==> src/rdc_pkg.sv <==
// Purpose: constants and types for the read inversion centering stage
// Assumes: 100 MHz system clock, four nibbles, 9-bit capture delays
// Notes: register offsets are byte addresses on AHB-Lite
`default_nettype none
package rdc_pkg;
	localparam int CLK_NS = 10;
	localparam int TIMEOUT_NS = 10000;
	localparam int TIMEOUT_CYC = TIMEOUT_NS / CLK_NS;
	localparam int NIB_N = 4;
	localparam logic [3:0] BEATS = 4'h8;
	localparam logic [8:0] DLY_MAX = 9'h1FF;
	localparam logic [8:0] TAP_0 = 9'h000;
	localparam logic [8:0] TAP_90 = 9'h040;
	localparam logic [8:0] TAP_180 = 9'h080;
	localparam logic [8:0] TAP_270 = 9'h0C0;
	localparam logic [3:0] ERR_NONE = 4'h0;
	localparam logic [3:0] ERR_NO_DATA = 4'h1;
	localparam logic [3:0] ERR_TIMEOUT = 4'hF;
	localparam logic [9:0] PAT_COL = 10'h000;
	localparam logic [1:0] PAT_BG = 2'h0;
	localparam logic [7:0] PAT_EVEN = 8'h00;
	localparam logic [7:0] PAT_ODD = 8'hFF;
	// Register byte offsets
	localparam logic [7:0] OFS_CTRL = 8'h00;
	localparam logic [7:0] OFS_STATUS = 8'h04;
	localparam logic [7:0] OFS_MASK = 8'h08;
	localparam logic [7:0] OFS_RESULT = 8'h0C;
	localparam logic [3:0] PAGE_PRIOR = 4'h1;
	localparam logic [3:0] PAGE_RISE = 4'h2;
	localparam logic [3:0] PAGE_FALL = 4'h3;
	localparam logic [3:0] PAGE_CENTER = 4'h4;
	localparam logic [3:0] PAGE_DUMP0 = 4'h5;
	localparam logic [3:0] PAGE_DUMP1 = 4'h6;
	// Field positions and reset values
	localparam int CTRL_START_BIT = 0;
	localparam int CTRL_MASK_LSB = 4;
	localparam int IRQ_DONE_BIT = 0;
	localparam int IRQ_FAIL_BIT = 1;
	localparam int HI_LSB = 16;
	localparam logic [3:0] DBI_MASK_RST = 4'hF;
	localparam logic [1:0] IRQ_MASK_RST = 2'h0;
	localparam logic [1:0] HTRANS_NONSEQ = 2'h2;
	typedef enum logic [1:0] {
		CMD_MRS = 2'b00,
		CMD_WR = 2'b01,
		CMD_RD = 2'b10
	} rdc_kind_type;
	typedef enum logic [1:0] {
		PH_LEFT = 2'b00,
		PH_RIGHT = 2'b01,
		PH_DUMP = 2'b10
	} rdc_phase_type;
	typedef struct packed {
		logic valid;
		rdc_kind_type kind;
		logic [9:0] col;
		logic [1:0] bg;
		logic dbi_on;
		logic ext;
	} rdc_cmd_type;
endpackage : rdc_pkg
`default_nettype wire

==> src/rdc_top.sv <==
// Purpose: read capture centering with data bus inversion for DDR4
// Assumes: link strobe far slower than SYS_CLK_I, sampled through 2 flops
// Notes: AHB-Lite slave, zero wait states, always OKAY
`timescale 1ns/1ps
`default_nettype none
// What this block does
// - Invert captured byte when DBI pin set
// - Start only after write calibration stages
// - Enable inversion in DRAM and fabric
// - Write 0/F pattern at column 0, group 0
// - Skip nibbles without a DBI pin
// - Search starts from prior DQ center
// - Repeat reads at column 0, group 0
// - Step delays down to find left edge
// - Center is (maxleft+minright)/2 plus maxleft
// - Disable inversion in DRAM and fabric
// - No valid data gives code 1, nibble
// - Store edges and centers per nibble
// - On failure save bursts at four taps
module rdc_top
	import rdc_pkg::*;
(
	input wire logic SYS_CLK_I,
	input wire logic RESETN_I,
	input wire logic HSEL_I,
	input wire logic [31:0] HADDR_I,
	input wire logic [1:0] HTRANS_I,
	input wire logic HWRITE_I,
	input wire logic [2:0] HSIZE_I,
	input wire logic [31:0] HWDATA_I,
	input wire logic HREADY_I,
	output logic [31:0] HRDATA_O,
	output logic HREADYOUT_O,
	output logic HRESP_O,
	input wire logic PREV_DONE_I,
	input wire logic LINK_CLK_I,
	input wire logic [7:0] LINK_DQ_I,
	input wire logic LINK_DBI_I,
	output var rdc_cmd_type CMD_O,
	output logic INV_EN_O,
	output logic [8:0] RISE_DLY_O,
	output logic [8:0] FALL_DLY_O,
	output logic [1:0] NIBBLE_O,
	output logic IRQ_O
);
	typedef enum logic [3:0] {
		S_IDLE = 4'b0000,
		S_MRS_ON = 4'b0001,
		S_WRITE = 4'b0010,
		S_NIB = 4'b0011,
		S_RD = 4'b0100,
		S_WAIT = 4'b0101,
		S_AGG = 4'b0110,
		S_OFF = 4'b0111,
		S_FIN = 4'b1000
	} rdc_state_type;

	rdc_state_type state_r;
	rdc_phase_type phase_r;
	rdc_cmd_type cmd_r;
	logic [1:0] nib_r, dump_idx_r, status_r, irq_mask_r;
	logic [8:0] dly_r, start_r, left_r, agg_l, agg_r;
	logic [9:0] agg_sum;
	logic [9:0] to_cnt_r;
	logic [3:0] beat_r, dbi_mask_r, err_code_r;
	logic [1:0] err_nib_r;
	logic mism_r, busy_r, pass_r, inv_en_r, irq_r, start_req;
	logic [63:0] burst_r;
	logic [7:0] byte_now, last_byte_r;
	logic [31:0] prior_r [NIB_N];
	logic [8:0] rl_r [NIB_N], rr_r [NIB_N], fl_r [NIB_N], fr_r [NIB_N];
	logic [8:0] rc_r [NIB_N], fc_r [NIB_N];
	logic [63:0] dump_r [NIB_N];
	logic [9:0] lsync_1, lsync_2;
	logic lclk_d_r, beat_ev, burst_end, timeout, fail_ev;
	logic ap_wr_r, rd_clr;
	logic [7:0] ap_addr_r;
	logic [31:0] rd_word;

	function automatic logic [8:0] dump_tap(input logic [1:0] k);
		case (k)
			2'h0: dump_tap = TAP_0;
			2'h1: dump_tap = TAP_90;
			2'h2: dump_tap = TAP_180;
			default: dump_tap = TAP_270;
		endcase
	endfunction : dump_tap

	function automatic logic [8:0] dq_mid(input logic [31:0] p);
		dq_mid = 9'((10'(p[8:0]) + 10'(p[HI_LSB+:9])) >> 1);
	endfunction : dq_mid

	// ------------------------------------------------------------
	// Link sampling
	// ------------------------------------------------------------
	always_ff @(posedge SYS_CLK_I or negedge RESETN_I)
	begin
		if (!RESETN_I)
		begin
			lsync_1 <= '0;
			lsync_2 <= '0;
			lclk_d_r <= 1'b0;
		end
		else
		begin
			lsync_1 <= {LINK_CLK_I, LINK_DBI_I, LINK_DQ_I};
			lsync_2 <= lsync_1;
			lclk_d_r <= lsync_2[9];
		end
	end

	assign beat_ev = lsync_2[9] && !lclk_d_r && state_r == S_WAIT;
	assign byte_now = lsync_2[7:0] ^ {8{inv_en_r & lsync_2[8]}};
	assign burst_end = state_r == S_WAIT && beat_r == BEATS;
	assign timeout = state_r == S_WAIT && to_cnt_r == 10'(TIMEOUT_CYC);
	assign fail_ev = state_r == S_FIN && err_code_r != ERR_NONE;

	// ------------------------------------------------------------
	// AHB-Lite slave
	// ------------------------------------------------------------
	always_comb
	begin
		rd_word = '0;
		case (HADDR_I[7:4])
			4'h0:
			begin
				case (HADDR_I[7:0])
					OFS_CTRL: rd_word[CTRL_MASK_LSB+:4] = dbi_mask_r;
					OFS_STATUS: rd_word[1:0] = status_r;
					OFS_MASK: rd_word[1:0] = irq_mask_r;
					OFS_RESULT: rd_word = {22'h0, err_nib_r, err_code_r, 2'h0, pass_r, busy_r};
					default: rd_word = '0;
				endcase
			end
			PAGE_PRIOR: rd_word = prior_r[HADDR_I[3:2]];
			PAGE_RISE: rd_word = {7'h0, rr_r[HADDR_I[3:2]], 7'h0, rl_r[HADDR_I[3:2]]};
			PAGE_FALL: rd_word = {7'h0, fr_r[HADDR_I[3:2]], 7'h0, fl_r[HADDR_I[3:2]]};
			PAGE_CENTER: rd_word = {7'h0, fc_r[HADDR_I[3:2]], 7'h0, rc_r[HADDR_I[3:2]]};
			PAGE_DUMP0: rd_word = dump_r[{1'b0, HADDR_I[3]}][HADDR_I[2]*32+:32];
			PAGE_DUMP1: rd_word = dump_r[{1'b1, HADDR_I[3]}][HADDR_I[2]*32+:32];
			default: rd_word = '0;
		endcase
	end

	assign rd_clr = HSEL_I && HREADY_I && HTRANS_I == HTRANS_NONSEQ && !HWRITE_I
		&& HADDR_I[7:0] == OFS_STATUS;
	assign start_req = ap_wr_r && ap_addr_r == OFS_CTRL && HWDATA_I[CTRL_START_BIT];

	always_ff @(posedge SYS_CLK_I or negedge RESETN_I)
	begin
		if (!RESETN_I)
		begin
			ap_wr_r <= 1'b0;
			ap_addr_r <= '0;
			HRDATA_O <= '0;
			HREADYOUT_O <= 1'b0;
			HRESP_O <= 1'b0;
		end
		else
		begin
			HREADYOUT_O <= 1'b1;
			HRESP_O <= 1'b0;
			ap_wr_r <= HSEL_I && HREADY_I && HTRANS_I == HTRANS_NONSEQ && HWRITE_I;
			if (HSEL_I && HREADY_I)
			begin
				ap_addr_r <= HADDR_I[7:0];
				HRDATA_O <= rd_word;
			end
		end
	end

	always_ff @(posedge SYS_CLK_I or negedge RESETN_I)
	begin
		if (!RESETN_I)
		begin
			dbi_mask_r <= DBI_MASK_RST;
			irq_mask_r <= IRQ_MASK_RST;
			for (int i = 0; i < NIB_N; i++)
				prior_r[i] <= '0;
		end
		else if (ap_wr_r)
		begin
			if (ap_addr_r == OFS_CTRL)
				dbi_mask_r <= HWDATA_I[CTRL_MASK_LSB+:4];
			if (ap_addr_r == OFS_MASK)
				irq_mask_r <= HWDATA_I[1:0];
			if (ap_addr_r[7:4] == PAGE_PRIOR)
				prior_r[ap_addr_r[3:2]] <= HWDATA_I & 32'h01FF01FF;
		end
	end

	// ------------------------------------------------------------
	// Interrupts
	// ------------------------------------------------------------
	always_ff @(posedge SYS_CLK_I or negedge RESETN_I)
	begin
		if (!RESETN_I)
		begin
			status_r <= '0;
			irq_r <= 1'b0;
		end
		else
		begin
			// Set beats the read clear in the same cycle
			status_r[IRQ_DONE_BIT] <= (status_r[IRQ_DONE_BIT] && !rd_clr) || state_r == S_FIN;
			status_r[IRQ_FAIL_BIT] <= (status_r[IRQ_FAIL_BIT] && !rd_clr) || fail_ev;
			irq_r <= |(status_r & irq_mask_r);
		end
	end
	assign IRQ_O = irq_r;

	// ------------------------------------------------------------
	// Burst capture and compare
	// ------------------------------------------------------------
	always_ff @(posedge SYS_CLK_I or negedge RESETN_I)
	begin
		if (!RESETN_I)
		begin
			beat_r <= '0;
			mism_r <= 1'b0;
			to_cnt_r <= '0;
			burst_r <= '0;
			last_byte_r <= '0;
		end
		else if (state_r == S_RD)
		begin
			beat_r <= '0;
			mism_r <= 1'b0;
			to_cnt_r <= '0;
		end
		else if (beat_ev && beat_r != BEATS)
		begin
			beat_r <= beat_r + 4'h1;
			last_byte_r <= byte_now;
			burst_r <= {byte_now, burst_r[63:8]};
			if (byte_now != (beat_r[0] ? PAT_ODD : PAT_EVEN))
				mism_r <= 1'b1;
		end
		else if (state_r == S_WAIT)
			to_cnt_r <= to_cnt_r + 10'h1;
	end

	// ------------------------------------------------------------
	// Sequencer
	// ------------------------------------------------------------
	// aggregate window
	assign agg_l = (prior_r[nib_r][8:0] > left_r) ? prior_r[nib_r][8:0] : left_r;
	assign agg_r = (prior_r[nib_r][HI_LSB+:9] < dly_r) ? prior_r[nib_r][HI_LSB+:9] : dly_r;
	assign agg_sum = ((10'(agg_l) + 10'(agg_r)) >> 1) + 10'(agg_l);

	always_ff @(posedge SYS_CLK_I or negedge RESETN_I)
	begin
		if (!RESETN_I)
		begin
			state_r <= S_IDLE;
			phase_r <= PH_LEFT;
			cmd_r <= '0;
			nib_r <= '0;
			dump_idx_r <= '0;
			dly_r <= '0;
			start_r <= '0;
			left_r <= '0;
			err_code_r <= ERR_NONE;
			err_nib_r <= '0;
			busy_r <= 1'b0;
			pass_r <= 1'b0;
			inv_en_r <= 1'b0;
		end
		else
		begin
			cmd_r <= '0;
			case (state_r)
				S_IDLE:
				begin
					if (start_req && PREV_DONE_I)
					begin
						busy_r <= 1'b1;
						pass_r <= 1'b0;
						err_code_r <= ERR_NONE;
						err_nib_r <= '0;
						state_r <= S_MRS_ON;
					end
				end
				S_MRS_ON:
				begin
					cmd_r <= '{valid: 1'b1, kind: CMD_MRS, col: PAT_COL, bg: PAT_BG,
						dbi_on: 1'b1, ext: 1'b0};
					inv_en_r <= 1'b1;
					state_r <= S_WRITE;
				end
				S_WRITE:
				begin
					cmd_r <= '{valid: 1'b1, kind: CMD_WR, col: PAT_COL, bg: PAT_BG,
						dbi_on: 1'b1, ext: 1'b1};
					nib_r <= '0;
					state_r <= S_NIB;
				end
				S_NIB:
				begin
					if (!dbi_mask_r[nib_r])
					begin
						if (nib_r == 2'(NIB_N - 1))
							state_r <= S_OFF;
						else
							nib_r <= nib_r + 2'h1;
					end
					else
					begin
						dly_r <= dq_mid(prior_r[nib_r]);
						start_r <= dq_mid(prior_r[nib_r]);
						phase_r <= PH_LEFT;
						state_r <= S_RD;
					end
				end
				S_RD:
				begin
					cmd_r <= '{valid: 1'b1, kind: CMD_RD, col: PAT_COL, bg: PAT_BG,
						dbi_on: 1'b1, ext: 1'b0};
					state_r <= S_WAIT;
				end
				S_WAIT:
				begin
					if (phase_r == PH_DUMP && (burst_end || timeout))
					begin
						if (dump_idx_r == 2'h3)
							state_r <= S_OFF;
						else
						begin
							dump_idx_r <= dump_idx_r + 2'h1;
							dly_r <= dump_tap(dump_idx_r + 2'h1);
							state_r <= S_RD;
						end
					end
					else if (timeout)
					begin
						err_code_r <= ERR_TIMEOUT;
						err_nib_r <= nib_r;
						phase_r <= PH_DUMP;
						dump_idx_r <= '0;
						dly_r <= TAP_0;
						state_r <= S_RD;
					end
					else if (burst_end && phase_r == PH_LEFT)
					begin
						if (mism_r && dly_r == start_r)
						begin
							err_code_r <= ERR_NO_DATA;
							err_nib_r <= nib_r;
							phase_r <= PH_DUMP;
							dump_idx_r <= '0;
							dly_r <= TAP_0;
						end
						else if (!mism_r && dly_r != 9'h000)
							dly_r <= dly_r - 9'h001;
						else
						begin
							left_r <= mism_r ? dly_r + 9'h001 : dly_r;
							dly_r <= start_r;
							phase_r <= PH_RIGHT;
						end
						state_r <= S_RD;
					end
					else if (burst_end)
					begin
						if (!mism_r && dly_r != DLY_MAX)
						begin
							dly_r <= dly_r + 9'h001;
							state_r <= S_RD;
						end
						else
						begin
							if (mism_r)
								dly_r <= dly_r - 9'h001;
							state_r <= S_AGG;
						end
					end
				end
				S_AGG:
				begin
					if (nib_r == 2'(NIB_N - 1))
						state_r <= S_OFF;
					else
					begin
						nib_r <= nib_r + 2'h1;
						state_r <= S_NIB;
					end
				end
				S_OFF:
				begin
					cmd_r <= '{valid: 1'b1, kind: CMD_MRS, col: PAT_COL, bg: PAT_BG,
						dbi_on: 1'b0, ext: 1'b0};
					inv_en_r <= 1'b0;
					state_r <= S_FIN;
				end
				S_FIN:
				begin
					busy_r <= 1'b0;
					pass_r <= err_code_r == ERR_NONE;
					state_r <= S_IDLE;
				end
				default: state_r <= S_IDLE;
			endcase
		end
	end

	// ------------------------------------------------------------
	// Per-nibble results
	// ------------------------------------------------------------
	for (genvar g = 0; g < NIB_N; g++)
	begin : g_res
		always_ff @(posedge SYS_CLK_I or negedge RESETN_I)
		begin
			if (!RESETN_I)
			begin
				rl_r[g] <= '0;
				rr_r[g] <= '0;
				fl_r[g] <= '0;
				fr_r[g] <= '0;
				rc_r[g] <= '0;
				fc_r[g] <= '0;
				dump_r[g] <= '0;
			end
			else
			begin
				if (state_r == S_AGG && nib_r == 2'(g))
				begin
					rl_r[g] <= left_r;
					rr_r[g] <= dly_r;
					fl_r[g] <= left_r;
					fr_r[g] <= dly_r;
					rc_r[g] <= agg_sum > 10'(DLY_MAX) ? DLY_MAX : agg_sum[8:0];
					fc_r[g] <= agg_sum > 10'(DLY_MAX) ? DLY_MAX : agg_sum[8:0];
				end
				if (state_r == S_WAIT && phase_r == PH_DUMP && (burst_end || timeout)
					&& dump_idx_r == 2'(g))
					dump_r[g] <= burst_r;
			end
		end
	end

	assign CMD_O = cmd_r;
	assign INV_EN_O = inv_en_r;
	assign RISE_DLY_O = dly_r;
	assign FALL_DLY_O = dly_r;
	assign NIBBLE_O = nib_r;
endmodule : rdc_top
`default_nettype wire

==> config.mk <==
export PLATFORM = sky130hd
export DESIGN_NAME = rdc_top
export DESIGN_NICKNAME = d
export VERILOG_FILES = /design/src/rdc_pkg.sv /design/src/rdc_top.sv
export SDC_FILE = /design/constraint.sdc
export NUM_CORES = 1
export LEC_CHECK = 0
export BUFFER_PORTS_ARGS = -buffer_cell sky130_fd_sc_hd__buf_2
export CORE_MARGIN = 5
export CORE_UTILIZATION = 61
export DETAILED_ROUTE_END_ITERATION = 8
export PLACE_DENSITY = 0.79
export SYNTH_ARGS = -nofsm -noshare
export SYNTH_HDL_FRONTEND = slang
export SYNTH_SLANG_ARGS = --single-unit
==> constraint.sdc <==
create_clock -name SYS_CLK_I -period 14.3 [get_ports SYS_CLK_I]
set_input_delay 2.145 -clock SYS_CLK_I [delete_from_list [all_inputs] [get_ports SYS_CLK_I]]
set_output_delay 2.145 -clock SYS_CLK_I [all_outputs]
set_load 0.01 [all_outputs]
# Word level (Yosys, flattened, before mapping)
# Index checks and enable logic that the tools add are counted.
# Widths: inputs -> output; s select.
[word_totals]
word_cells = 311
in_bits = 85
reg_bits = 706
[op_classes]
addsub = 9
shifts = 2
reduce_logical = 77
mux = 99
n_eq_ne = 48
magnitude_cmp = 10
n_bitwise = 13
[ops]
columns = ["op", "n"]
rows = [
  ["$bmux 64 s2", 2],
  ["$mux 64", 4],
  ["$pmux 32 s6", 1],
  ["$mux 9", 20],
  ["$bmux 32 s2", 2],
  ["$bwmux 128", 1],
  ["$shiftx 64x7->32", 2],
  ["$mux 32", 3],
  ["$pmux 17 s4", 1],
  ["$demux 32 s2", 1],
  ["$mux 4", 14],
  ["$bmux 9 s2", 3],
  ["$mux 25", 2],
  ["$mux 2", 21],
  ["$logic_and 1x1->1", 32],
  ["$pmux 4 s8", 1],
  ["$add 9x9->10", 3],
  ["$mux 10", 3],
  ["$eq 4x3->1 const B", 7],
  ["$eq 8x4->1 const B", 3],
  ["$pmux 8 s3", 1],
  ["$pmux 9 s2", 1],
  ["$reduce_and 2->1", 9],
  ["$eq 4x2->1 const B", 4],
  ["54 further kinds", 117],
]

# Longest topological paths before layout
# Gate-level depths: netlist of run 1.
[logic_depth]
word_depth = 10
ltp_mapped = 27
mapped_depth_nobuf = 24

# Worst setup path before layout of run 1
# Ideal clock, no wire load.
[synth_path]
kind = "reg2reg"
from = "register nib_r[0], in the netlist NIBBLE_O[0]"
to = "register fc_r[10] in the netlist's numbering"
required_ps = 14155
slack_ps = 7584
t_arrival_ps = 6570
synth_period_minus_slack_ps = 6716
stages_incl_launch_ff = 24
cell_sequence = "dfrtp_1 > clkbuf_1 > clkbuf_1 > clkbuf_1 > mux4_2 > ha_1 > a21o_1 > a31oi_1 > nand2_1 > a21oi_1 > clkbuf_1 > o21ai_0 > fa_1 > a21o_1 > a21oi_1 > o21bai_1 > a21oi_1 > xnor2_1 > ha_1 > or2_2 > a21oi_1 > o31ai_1 > a21oi_1 > a31oi_1"
[synth_between]
elab_chain_len = 10
word_cells_on_any_way = 14
cone_classes = "add/sub: 2; order compare: 3; eq/ne: 1; mux: 6; bitwise: 1; reduce/logical: 1"
[synth_rtl]
columns = ["item", "line_no", "text"]
rows = [
  ["start, declared", "rdc_top.sv:61", "logic [1:0] nib_r, dump_idx_r, status_r, irq_mask_r;"],
  ["start signal, assigned", "rdc_top.sv:305", "nib_r <= nib_r + 2'h1;"],
  ["start signal, assigned", "rdc_top.sv:384", "nib_r <= nib_r + 2'h1;"],
  ["$not 2->3 (not written as such)", "rdc_top.sv:247, rdc_top.sv:248", ""],
  ["$bmux 32 s2", "rdc_top.sv:247, rdc_top.sv:248", ""],
  ["$mux 25 (not written as such) (2 in series)", "rdc_top.sv:248", "assign agg_r = (prior_r[nib_r][HI_LSB+:9] < dly_r) ? prior_r[nib_r][HI_LSB+:9] : dly_r;"],
  ["$gt 9x9->1 / $lt 9x9->1 (equally long branches)", "rdc_top.sv:247, rdc_top.sv:248", ""],
  ["$mux 9, on equally long branches", "rdc_top.sv:247, rdc_top.sv:248", ""],
  ["$add 9x9->10 (2 in series)", "rdc_top.sv:249", "assign agg_sum = ((10'(agg_l) + 10'(agg_r)) >> 1) + 10'(agg_l);"],
  ["$gt 10x9->1", "rdc_top.sv:432", "fc_r[g] <= agg_sum > 10'(DLY_MAX) ? DLY_MAX : agg_sum[8:0];"],
  ["$mux 9", "rdc_top.sv:432", ""],
  ["end signal, assigned by index", "rdc_top.sv:432", ""],
  ["end, declared", "rdc_top.sv:72", "logic [8:0] rc_r [NIB_N], fc_r [NIB_N];"],
]
# Several ways; a longest one is shown, not always the timed one. The select of a mux whose other input is x is not followed.
# A chain may end at the register's enable or synchronous reset.

# Worst setup path in the final report of run 1
[layout_path]
from = "register nib_r[0], in the netlist NIBBLE_O[0]"
to = "register fc_r[22] in the netlist's numbering"
# The elaborated chain is that of the path after synthesis.

==> results of run 1 <==
sequential cells by signal, indices dropped and copies added, names as in the netlist, 4 cells and up:
name / count
fr_r: 36
dbi_mask_r: 4
prior_r: 72
fc_r: 36
lsync_2: 10
lsync_1: 10
state_r: 4
ap_addr_r: 8
burst_r: 64
left_r: 9
to_cnt_r: 10
CMD_O: 4
fl_r: 36
FALL_DLY_O: 9
dump_r: 256
beat_r: 4
HRDATA_O: 32
start_r: 9
where the power goes:
part / switching, µW / internal, µW / total (µW)
Sequential: 306 / 2030 / 2340
Combinational: 1220 / 775 / 1990
Clock: 698 / 967 / 1660
synth_stat cells (26+ instances only):
master,instances,area [µm²]
sky130_fd_sc_hd__dfrtp_1,631,15800
sky130_fd_sc_hd__nand2_1,624,2340
sky130_fd_sc_hd__mux2_2,281,3160
sky130_fd_sc_hd__o21ai_0,140,701
sky130_fd_sc_hd__mux4_2,112,2520
sky130_fd_sc_hd__nor2_1,104,390
sky130_fd_sc_hd__clkbuf_1,99,372
sky130_fd_sc_hd__a21oi_1,64,320
sky130_fd_sc_hd__ha_1,58,726
sky130_fd_sc_hd__inv_1,44,165
sky130_fd_sc_hd__xnor2_1,40,350
sky130_fd_sc_hd__nand3_1,35,175
sky130_fd_sc_hd__a22o_1,26,228
kinds of logic after synthesis:
kind of cell,Yosys count
XOR/XNOR,65
other,2
flip-flops,635
adder cells (fa/ha/maj),61
AND/OR/NAND/NOR,894
AO/OA/AOI/OAI,384
buffers and inverters,229
multiplexers,430
critical path, cell delays in order (launching register included):
cell and delay, ns:
sky130_fd_sc_hd__dfrtp_1 0.76, sky130_fd_sc_hd__buf_4 0.46, sky130_fd_sc_hd__mux4_2 0.65, sky130_fd_sc_hd__ha_1 0.33, sky130_fd_sc_hd__a211oi_1 0.21, sky130_fd_sc_hd__nor2_1 0.11, sky130_fd_sc_hd__o41ai_2 0.93, sky130_fd_sc_hd__mux2_2 0.46
sky130_fd_sc_hd__and2_1 0.16, sky130_fd_sc_hd__fa_1 0.46, sky130_fd_sc_hd__a21o_1 0.17, sky130_fd_sc_hd__a21oi_1 0.22, sky130_fd_sc_hd__o21bai_1 0.09, sky130_fd_sc_hd__a21oi_1 0.21, sky130_fd_sc_hd__xnor2_1 0.16, sky130_fd_sc_hd__ha_1 0.29
sky130_fd_sc_hd__or2_2 0.30, sky130_fd_sc_hd__a21oi_1 0.38, sky130_fd_sc_hd__o31ai_1 0.22, sky130_fd_sc_hd__a211oi_1 0.62, sky130_fd_sc_hd__o21ai_0 0.16
routing by layer:
layer / track usage / vias to the layer above / part of all wire
li1: - / 9565 / -
met1: 0.413 / 11300 / 0.41
met2: 0.457 / 1020 / 0.47
met3: 0.0491 / 177 / 0.087
met4: 0.101 / 2 / 0.033
met5: 0 / - / 0.00017
area by class of cell:
type	instances	area, µm²
sequential	635	15900
multi-input combinational	1848	13800
inverter	46	173
tap	672	841
clock inverter	13	118
fill	3521	16400
clock buffer	98	1960
timing repair buffer	136	803
how the worst min path moves through the flow:
stage / from / endpoint / slack (ns) / depth (start not counted)
finish: lsync_1[9] / lsync_2[9] / 0.35 / 0
global route: lsync_1[9] / lsync_2[9] / 0.35 / 0
CTS: lsync_1[9] / lsync_2[9] / 0.35 / 0
detailed placement: lsync_1[9] / lsync_2[9] / 0.33 / 0
global placement: lsync_1[3] / lsync_2[3] / 0.33 / 0
floorplan: lsync_1[0] / lsync_2[0] / 0.33 / 0
metrics by stage:
step                      utilization  instance area [µm²]  total power, µW
final                           0.672                33600             6000
after global routing            0.672                33600             6330
after CTS                       0.672                33600             5980
after detailed placement        0.631                31500             4310
after global placement          0.631                31500             4210
after floorplan                     -                30800             3710
==> qor.csv, run 1 <==
stage,metric,value,unit
floorplan,placementRows,82,
cts,htreeDepth,3,
setup_path,setup.worst_path.start_class,flop,
pwr,power_density,179,nW/µm²
cts,clock_sink_count,635,
timing,post-route-min-period,7.49,ns
logic_synthesis,yosys_most_used_dff,sky130_fd_sc_hd__dfrtp_1,
cts,cts_hold_repair.buffers,0,
drt,viasPerCell,6.39,
setup_path,cp_data_required_time,14.73,ns
timing,finalMaxSlewViolations,0,
setup_path,critPathMaxFanout,16,
logic_synthesis,summed_instance_area_of_the_synthesized_netlist,30800,µm²
placement,routabilityCongestion,0.905,
global_routing,grt_first_pass_wirelength,125000,µm
drt,first_iter_violations,2345,
cells_and_area,num_antenna_cells,0,
cells_and_area,layout_nets,2879,
timing,fin_setup_tns,0,ns
timing,slew_headroom,0.152,
global_routing,grt_util_all_layers,0.289,
run_status,outcome,completed,
timing,fin_worst_skew,0.0374,ns
global_routing,first_global_vias,22400,
drt,detail_route.drc_violations,0,
setup_path,critical_path.endpoint,fc_r[22],
timing,hold-worst-slack,0.345,ns
global_routing,antenna_found_initial,1,
setup_path,cp-end-kind,flop,
placement,preCtsSetupSlack,6.87,ns
setup_path,worstReg2RegStart,NIBBLE_O[0],
setup_path,crit_path_start,NIBBLE_O[0],
floorplan,core_area,50000,µm²
cts,clock_path_buffers,3,
setup_path,timing_worst_setup_path_type,flop to flop,
setup_path,r2r_cells,20,
logic_synthesis,post_synth_adder_cell_area,0.0256,
timing,setup_slack,6.81,ns
cts,setup_repair_bufs_after_cts,0,
logic_synthesis,synth.mux.area_fraction,0.197,
drt,post_drt_wl_per_cell,22.7,µm
timing,timing_hold_violations_final,0,
logic_synthesis,xor_xnor_portion_of_the_synthesized_cell_area,0.0185,
timing,fmaxAchievable,133,MHz
cells_and_area,drive_above_1_share,0.237,
pwr,power.ir.vdd_worst,0.186,mV
logic_synthesis,synth_cell_type_count,78,
floorplan,top_level_ports,158,
drt,ant_nets,0,
drt,firstDrtPassIters,8,
cts,clock_tree.root_cell,sky130_fd_sc_hd__clkbuf_16,
logic_synthesis,post_synth.cell_area_avg,11.4,µm²
cells_and_area,final_cell_count_no_fill,3448,
logic_synthesis,synth-seq-cells,635,
logic_synthesis,synth_seq_area_share,0.517,
setup_path,reg2reg_end,fc_r[22],
setup_path,setup.reg_to_reg.worst_slack,6.81,ns
cts,insertion_delay,0.60,ns
timing,worst_pin_slew,1.27,ns
global_routing,grt_overflow_total,0,
logic_synthesis,synth-edff-count,0,
cells_and_area,syn2layout_area_growth,9.22,%
cells_and_area,most-common-layout-cells,"631 x sky130_fd_sc_hd__dfrtp_1, 621 x sky130_fd_sc_hd__nand2_1, 281 x sky130_fd_sc_hd__mux2_2",
cts,cts_inserted_buffers,66,
flow_run,timing.max_cap.violations,0,
logic_synthesis,asyncSetResetFlopFracSynth,1.00,
timing,setup_viol,0,
hold_path,hold_path_class,flop to flop,
logic_synthesis,synth_simple_gate_area_frac,0.123,
cts,clock_tree_from_tritoncts,yes,
logic_synthesis,combinational_family_with_the_most_area_after_synthesis,multiplexers,
floorplan,fp.dieArea,55000,µm²
cells_and_area,mostFrequentLayoutCell,sky130_fd_sc_hd__dfrtp_1,
drt,routed-via-count,22000,
floorplan,floorplan.initialDensity,0.615,
logic_synthesis,netlist_instances,2700,
floorplan,fp.dieH,235,µm
placement,numPortBuffers,103,
logic_synthesis,ys.warnings.count,0,
setup_path,worst_ep_arrival_time,7.92,ns
floorplan,die_width,235,µm
drt,wl,78400,µm
logic_synthesis,compound_cell_area_share_of_the_yosys_netlist,0.0809,
cts,cts.clk_slew.worst_paths,0.06,ns
timing,post-route-period-util,0.524,
global_routing,grt_start_max_net_pins,181,
pwr,total_leakage_power,0.0161,µW
cts,cts_repair_resize_count,0,
placement,place.detailed.instances,3337,
placement,dpl_hpwl,50200,µm
timing,rsz0062_at_grt,no,
Power figures use the tool's default switching activity.
==> run 2: changes to the inputs <==
--- a/config.mk
+++ b/config.mk
@@ -7,9 +7,9 @@
 export LEC_CHECK = 0
 export BUFFER_PORTS_ARGS = -buffer_cell sky130_fd_sc_hd__buf_2
 export CORE_MARGIN = 5
-export CORE_UTILIZATION = 61
+export CORE_UTILIZATION = 56
 export DETAILED_ROUTE_END_ITERATION = 8
-export PLACE_DENSITY = 0.79
+export PLACE_DENSITY = 0.77
 export SYNTH_ARGS = -nofsm -noshare
 export SYNTH_HDL_FRONTEND = slang
 export SYNTH_SLANG_ARGS = --single-unit
==> constraint.sdc (replaced) <==
create_clock -name SYS_CLK_I -period 6.2 [get_ports SYS_CLK_I]
set_input_delay 0.93 -clock SYS_CLK_I [delete_from_list [all_inputs] [get_ports SYS_CLK_I]]
set_output_delay 0.93 -clock SYS_CLK_I [all_outputs]
set_load 0.01 [all_outputs]
==> run 2 against run 1 <==
First-iteration DRC count is 0.77% lower. Die area is 8.5% higher. Clock skew is 0.017 ns lower. Largest cell class unchanged.
==> qor.csv, run 2 (synthesized netlist as in run 1, its figures left out) <==
stage,metric,value,unit,change
run_status,outcome,completed,,
placement,place.detailed.instances,3380,,+1.3%
global_routing,grt_first_pass_wirelength,128000,µm,+2.1%
cts,cts_inserted_buffers,68,,+3.0%
cells_and_area,mostFrequentLayoutCell,sky130_fd_sc_hd__dfrtp_1,,
floorplan,placementRows,85,,+3.7%
drt,post_drt_wl_per_cell,22.8,µm,+0.43%
flow_run,timing.max_cap.violations,0,,unchanged
cts,clock_tree_from_tritoncts,yes,,
floorplan,core_area,54100,µm²,+8.3%
pwr,total_leakage_power,0.0164,µW,+1.7%
drt,route.met3.wl,6590,µm,-2.8%
timing,finalMaxSlewViolations,0,,unchanged
setup_path,setup.worst_path.start_class,flop,,
cts,insertion_delay,0.61,ns,about the same
drt,firstDrtPassIters,7,,-1
drt,viasPerCell,6.26,,-2.0%
pwr,combinational_power_share,0.338,,+0.006
cells_and_area,final_cell_count_no_fill,3502,,+1.6%
cells_and_area,layout_nets,2900,,+0.73%
setup_path,worst_ep_arrival_time,6.40,ns,-1.52 ns
global_routing,antenna_found_initial,1,,unchanged
drt,routed-via-count,21900,,-0.51%
setup_path,critPathMaxFanout,21,,+5
timing,fmaxAchievable,168,MHz,+26%
global_routing,grt_overflow_total,0,,unchanged
cts,htreeDepth,3,,unchanged
placement,preCtsSetupSlack,0.0184,ns,-6.85 ns
floorplan,fp.dieH,244,µm,+4.2%
timing,post-route-period-util,0.958,,+0.434
setup_path,cp-end-kind,flop,,
cts,clock_path_buffers,3,,unchanged
placement,routabilityCongestion,0.912,,+0.71%
timing,setup_slack,0.261,ns,-6.55 ns
global_routing,grt_util_all_layers,0.269,,-0.0202
timing,timing_hold_violations_final,0,,unchanged
drt,ant_nets,0,,unchanged
timing,slew_headroom,0.168,,+0.0158
drt,first_iter_violations,2327,,-0.77%
cells_and_area,largest_register_ffs,256,,unchanged
cells_and_area,top_regs,"dump_r (256), prior_r (72), burst_r (64)",,
setup_path,timing_worst_setup_path_type,flop to flop,,
floorplan,top_level_ports,158,,unchanged
timing,post-route-min-period,5.94,ns,-1.55 ns
timing,worst_pin_slew,1.24,ns,-0.0315 ns
drt,wl,80000,µm,+2.0%
timing,fin_setup_tns,0,ns,unchanged
cts,clock_tree.root_cell,sky130_fd_sc_hd__clkbuf_16,,
drt,wl_met2,38200,µm,+4.3%
pwr,power.ir.vdd_worst,0.386,mV,+110%
drt,route.top_layer_used,met4,,
floorplan,die_width,244,µm,+4.2%
global_routing,grt_start_max_net_pins,195,,+7.7%
cts,cts.clk_slew.worst_paths,0.06,ns,about the same
cells_and_area,most-common-layout-cells,"630 x sky130_fd_sc_hd__dfrtp_1, 618 x sky130_fd_sc_hd__nand2_1, 281 x sky130_fd_sc_hd__mux2_2",,
cells_and_area,largest_register,dump_r,,
pwr,power_density,428,nW/µm²,+140%
global_routing,first_global_vias,22400,,+0.12%
pwr,p_clk_frac,0.295,,+0.017
hold_path,hold_path_class,input pin to asynchronous set/reset pin,,
floorplan,fp.dieArea,59700,µm²,+8.5%
drt,route.layer.met1.wl,33200,µm,+2.1%
cts,setup_repair_bufs_after_cts,0,,unchanged
cts,clock_sink_count,635,,unchanged
pwr,internal-power,9300,µW,+150%
cts,cts_hold_repair.buffers,0,,unchanged
drt,detail_route.drc_violations,0,,unchanged
floorplan,floorplan.initialDensity,0.568,,-0.0474
timing,rsz0062_at_grt,yes,,
pwr,power.switching,5320,µW,+140%
cells_and_area,drive_above_1_share,0.251,,+0.0140
timing,fin_worst_skew,0.0205,ns,-0.0169 ns
placement,numPortBuffers,103,,unchanged
cells_and_area,syn2layout_area_growth,11.0,%,
pwr,power_frac_seq,0.366,,-0.024
placement,dpl_hpwl,51700,µm,+3.1%
timing,setup_viol,0,,unchanged
pwr,power_switching_share,0.364,,-0.00657
setup_path,cp_data_required_time,6.66,ns,-8.07 ns
[run 2: layout make-up]
| class | instances | area (µm²) |
|---|---|---|
| Clock buffer | 91 | 1960 |
| Sequential cell | 635 | 15900 |
| Clock inverter | 29 | 418 |
| Tap cell | 696 | 871 |
| Inverter | 46 | 173 |
| Multi-Input combinational cell | 1848 | 13800 |
| Fill cell | 3967 | 20000 |
| Timing Repair Buffer | 155 | 971 |
| Antenna cell | 2 | 5.00 |
[run 2: power by group through the flow]
stage	Sequential, µW	Combinational, µW	Clock, µW
6_report	5350	4950	4310
4_1_cts	5340	4780	4370
3_5_place_dp	5400	4730	0
2_1_floorplan	5140	3450	0
3_3_place_gp	5340	4570	0
5_1_grt	5430	5390	4530
[run 2: stage by stage]
stage                     utilization  area [µm²]  power, µW  hold slack, ns
final                           0.631       34100      14600           0.345
after global routing            0.631       34100      15400           0.354
after CTS                       0.630       34100      14500           0.347
after detailed placement        0.586       31700      10100           0.335
after global placement          0.586       31700       9910           0.337
after floorplan                     -       30800       8590           0.331
[run 2: critical path, stage by stage, from the launching register on]
cell and delay [ns]:
sky130_fd_sc_hd__dfrtp_1 0.39, sky130_fd_sc_hd__buf_12 0.22, sky130_fd_sc_hd__mux4_2 0.62, sky130_fd_sc_hd__ha_1 0.33
sky130_fd_sc_hd__a211oi_1 0.21, sky130_fd_sc_hd__nor2_1 0.12, sky130_fd_sc_hd__o41ai_4 0.37, sky130_fd_sc_hd__mux2_2 0.42
sky130_fd_sc_hd__and2_1 0.17, sky130_fd_sc_hd__fa_1 0.45, sky130_fd_sc_hd__a21o_1 0.17, sky130_fd_sc_hd__a21oi_1 0.21
sky130_fd_sc_hd__o21bai_1 0.09, sky130_fd_sc_hd__a21oi_1 0.21, sky130_fd_sc_hd__xnor2_1 0.15, sky130_fd_sc_hd__ha_1 0.29
sky130_fd_sc_hd__or2_2 0.30, sky130_fd_sc_hd__a21oi_1 0.25, sky130_fd_sc_hd__o31ai_2 0.13, sky130_fd_sc_hd__buf_4 0.17
sky130_fd_sc_hd__a21oi_2 0.36, sky130_fd_sc_hd__a31oi_1 0.15
[run 2: path summary, 6_finish.rpt]
path                        startpoint    endpoint  slack (ns)  cells past startpoint
max                        NIBBLE_O[0]    fc_r[10]        0.26                     21
min                           RESETN_I  lsync_1[9]        0.35                      1
max reg2reg                NIBBLE_O[0]    fc_r[10]        0.26                     21
min reg2reg                 lsync_1[4]  lsync_2[4]        0.35                      0
max in group asynchronous     RESETN_I      mism_r        4.19                      2
min in group SYS_CLK_I      lsync_1[4]  lsync_2[4]        0.35                      0
[run 2: metal layers]
| metal | global-route usage | vias to the layer above |
|---|---|---|
| met5 | 0 | - |
| met2 | 0.436 | 942 |
| met3 | 0.0525 | 129 |
| met1 | 0.371 | 11300 |
| met4 | 0.0875 | 0 |
| li1 | - | 9587 |
[run 2: timing repair]
item / 4_1_cts / 5_1_grt
resized for setup: 1 / 7
endpoints found under the setup margin: 4 / 36
endpoints found under the hold margin: 0 / 0
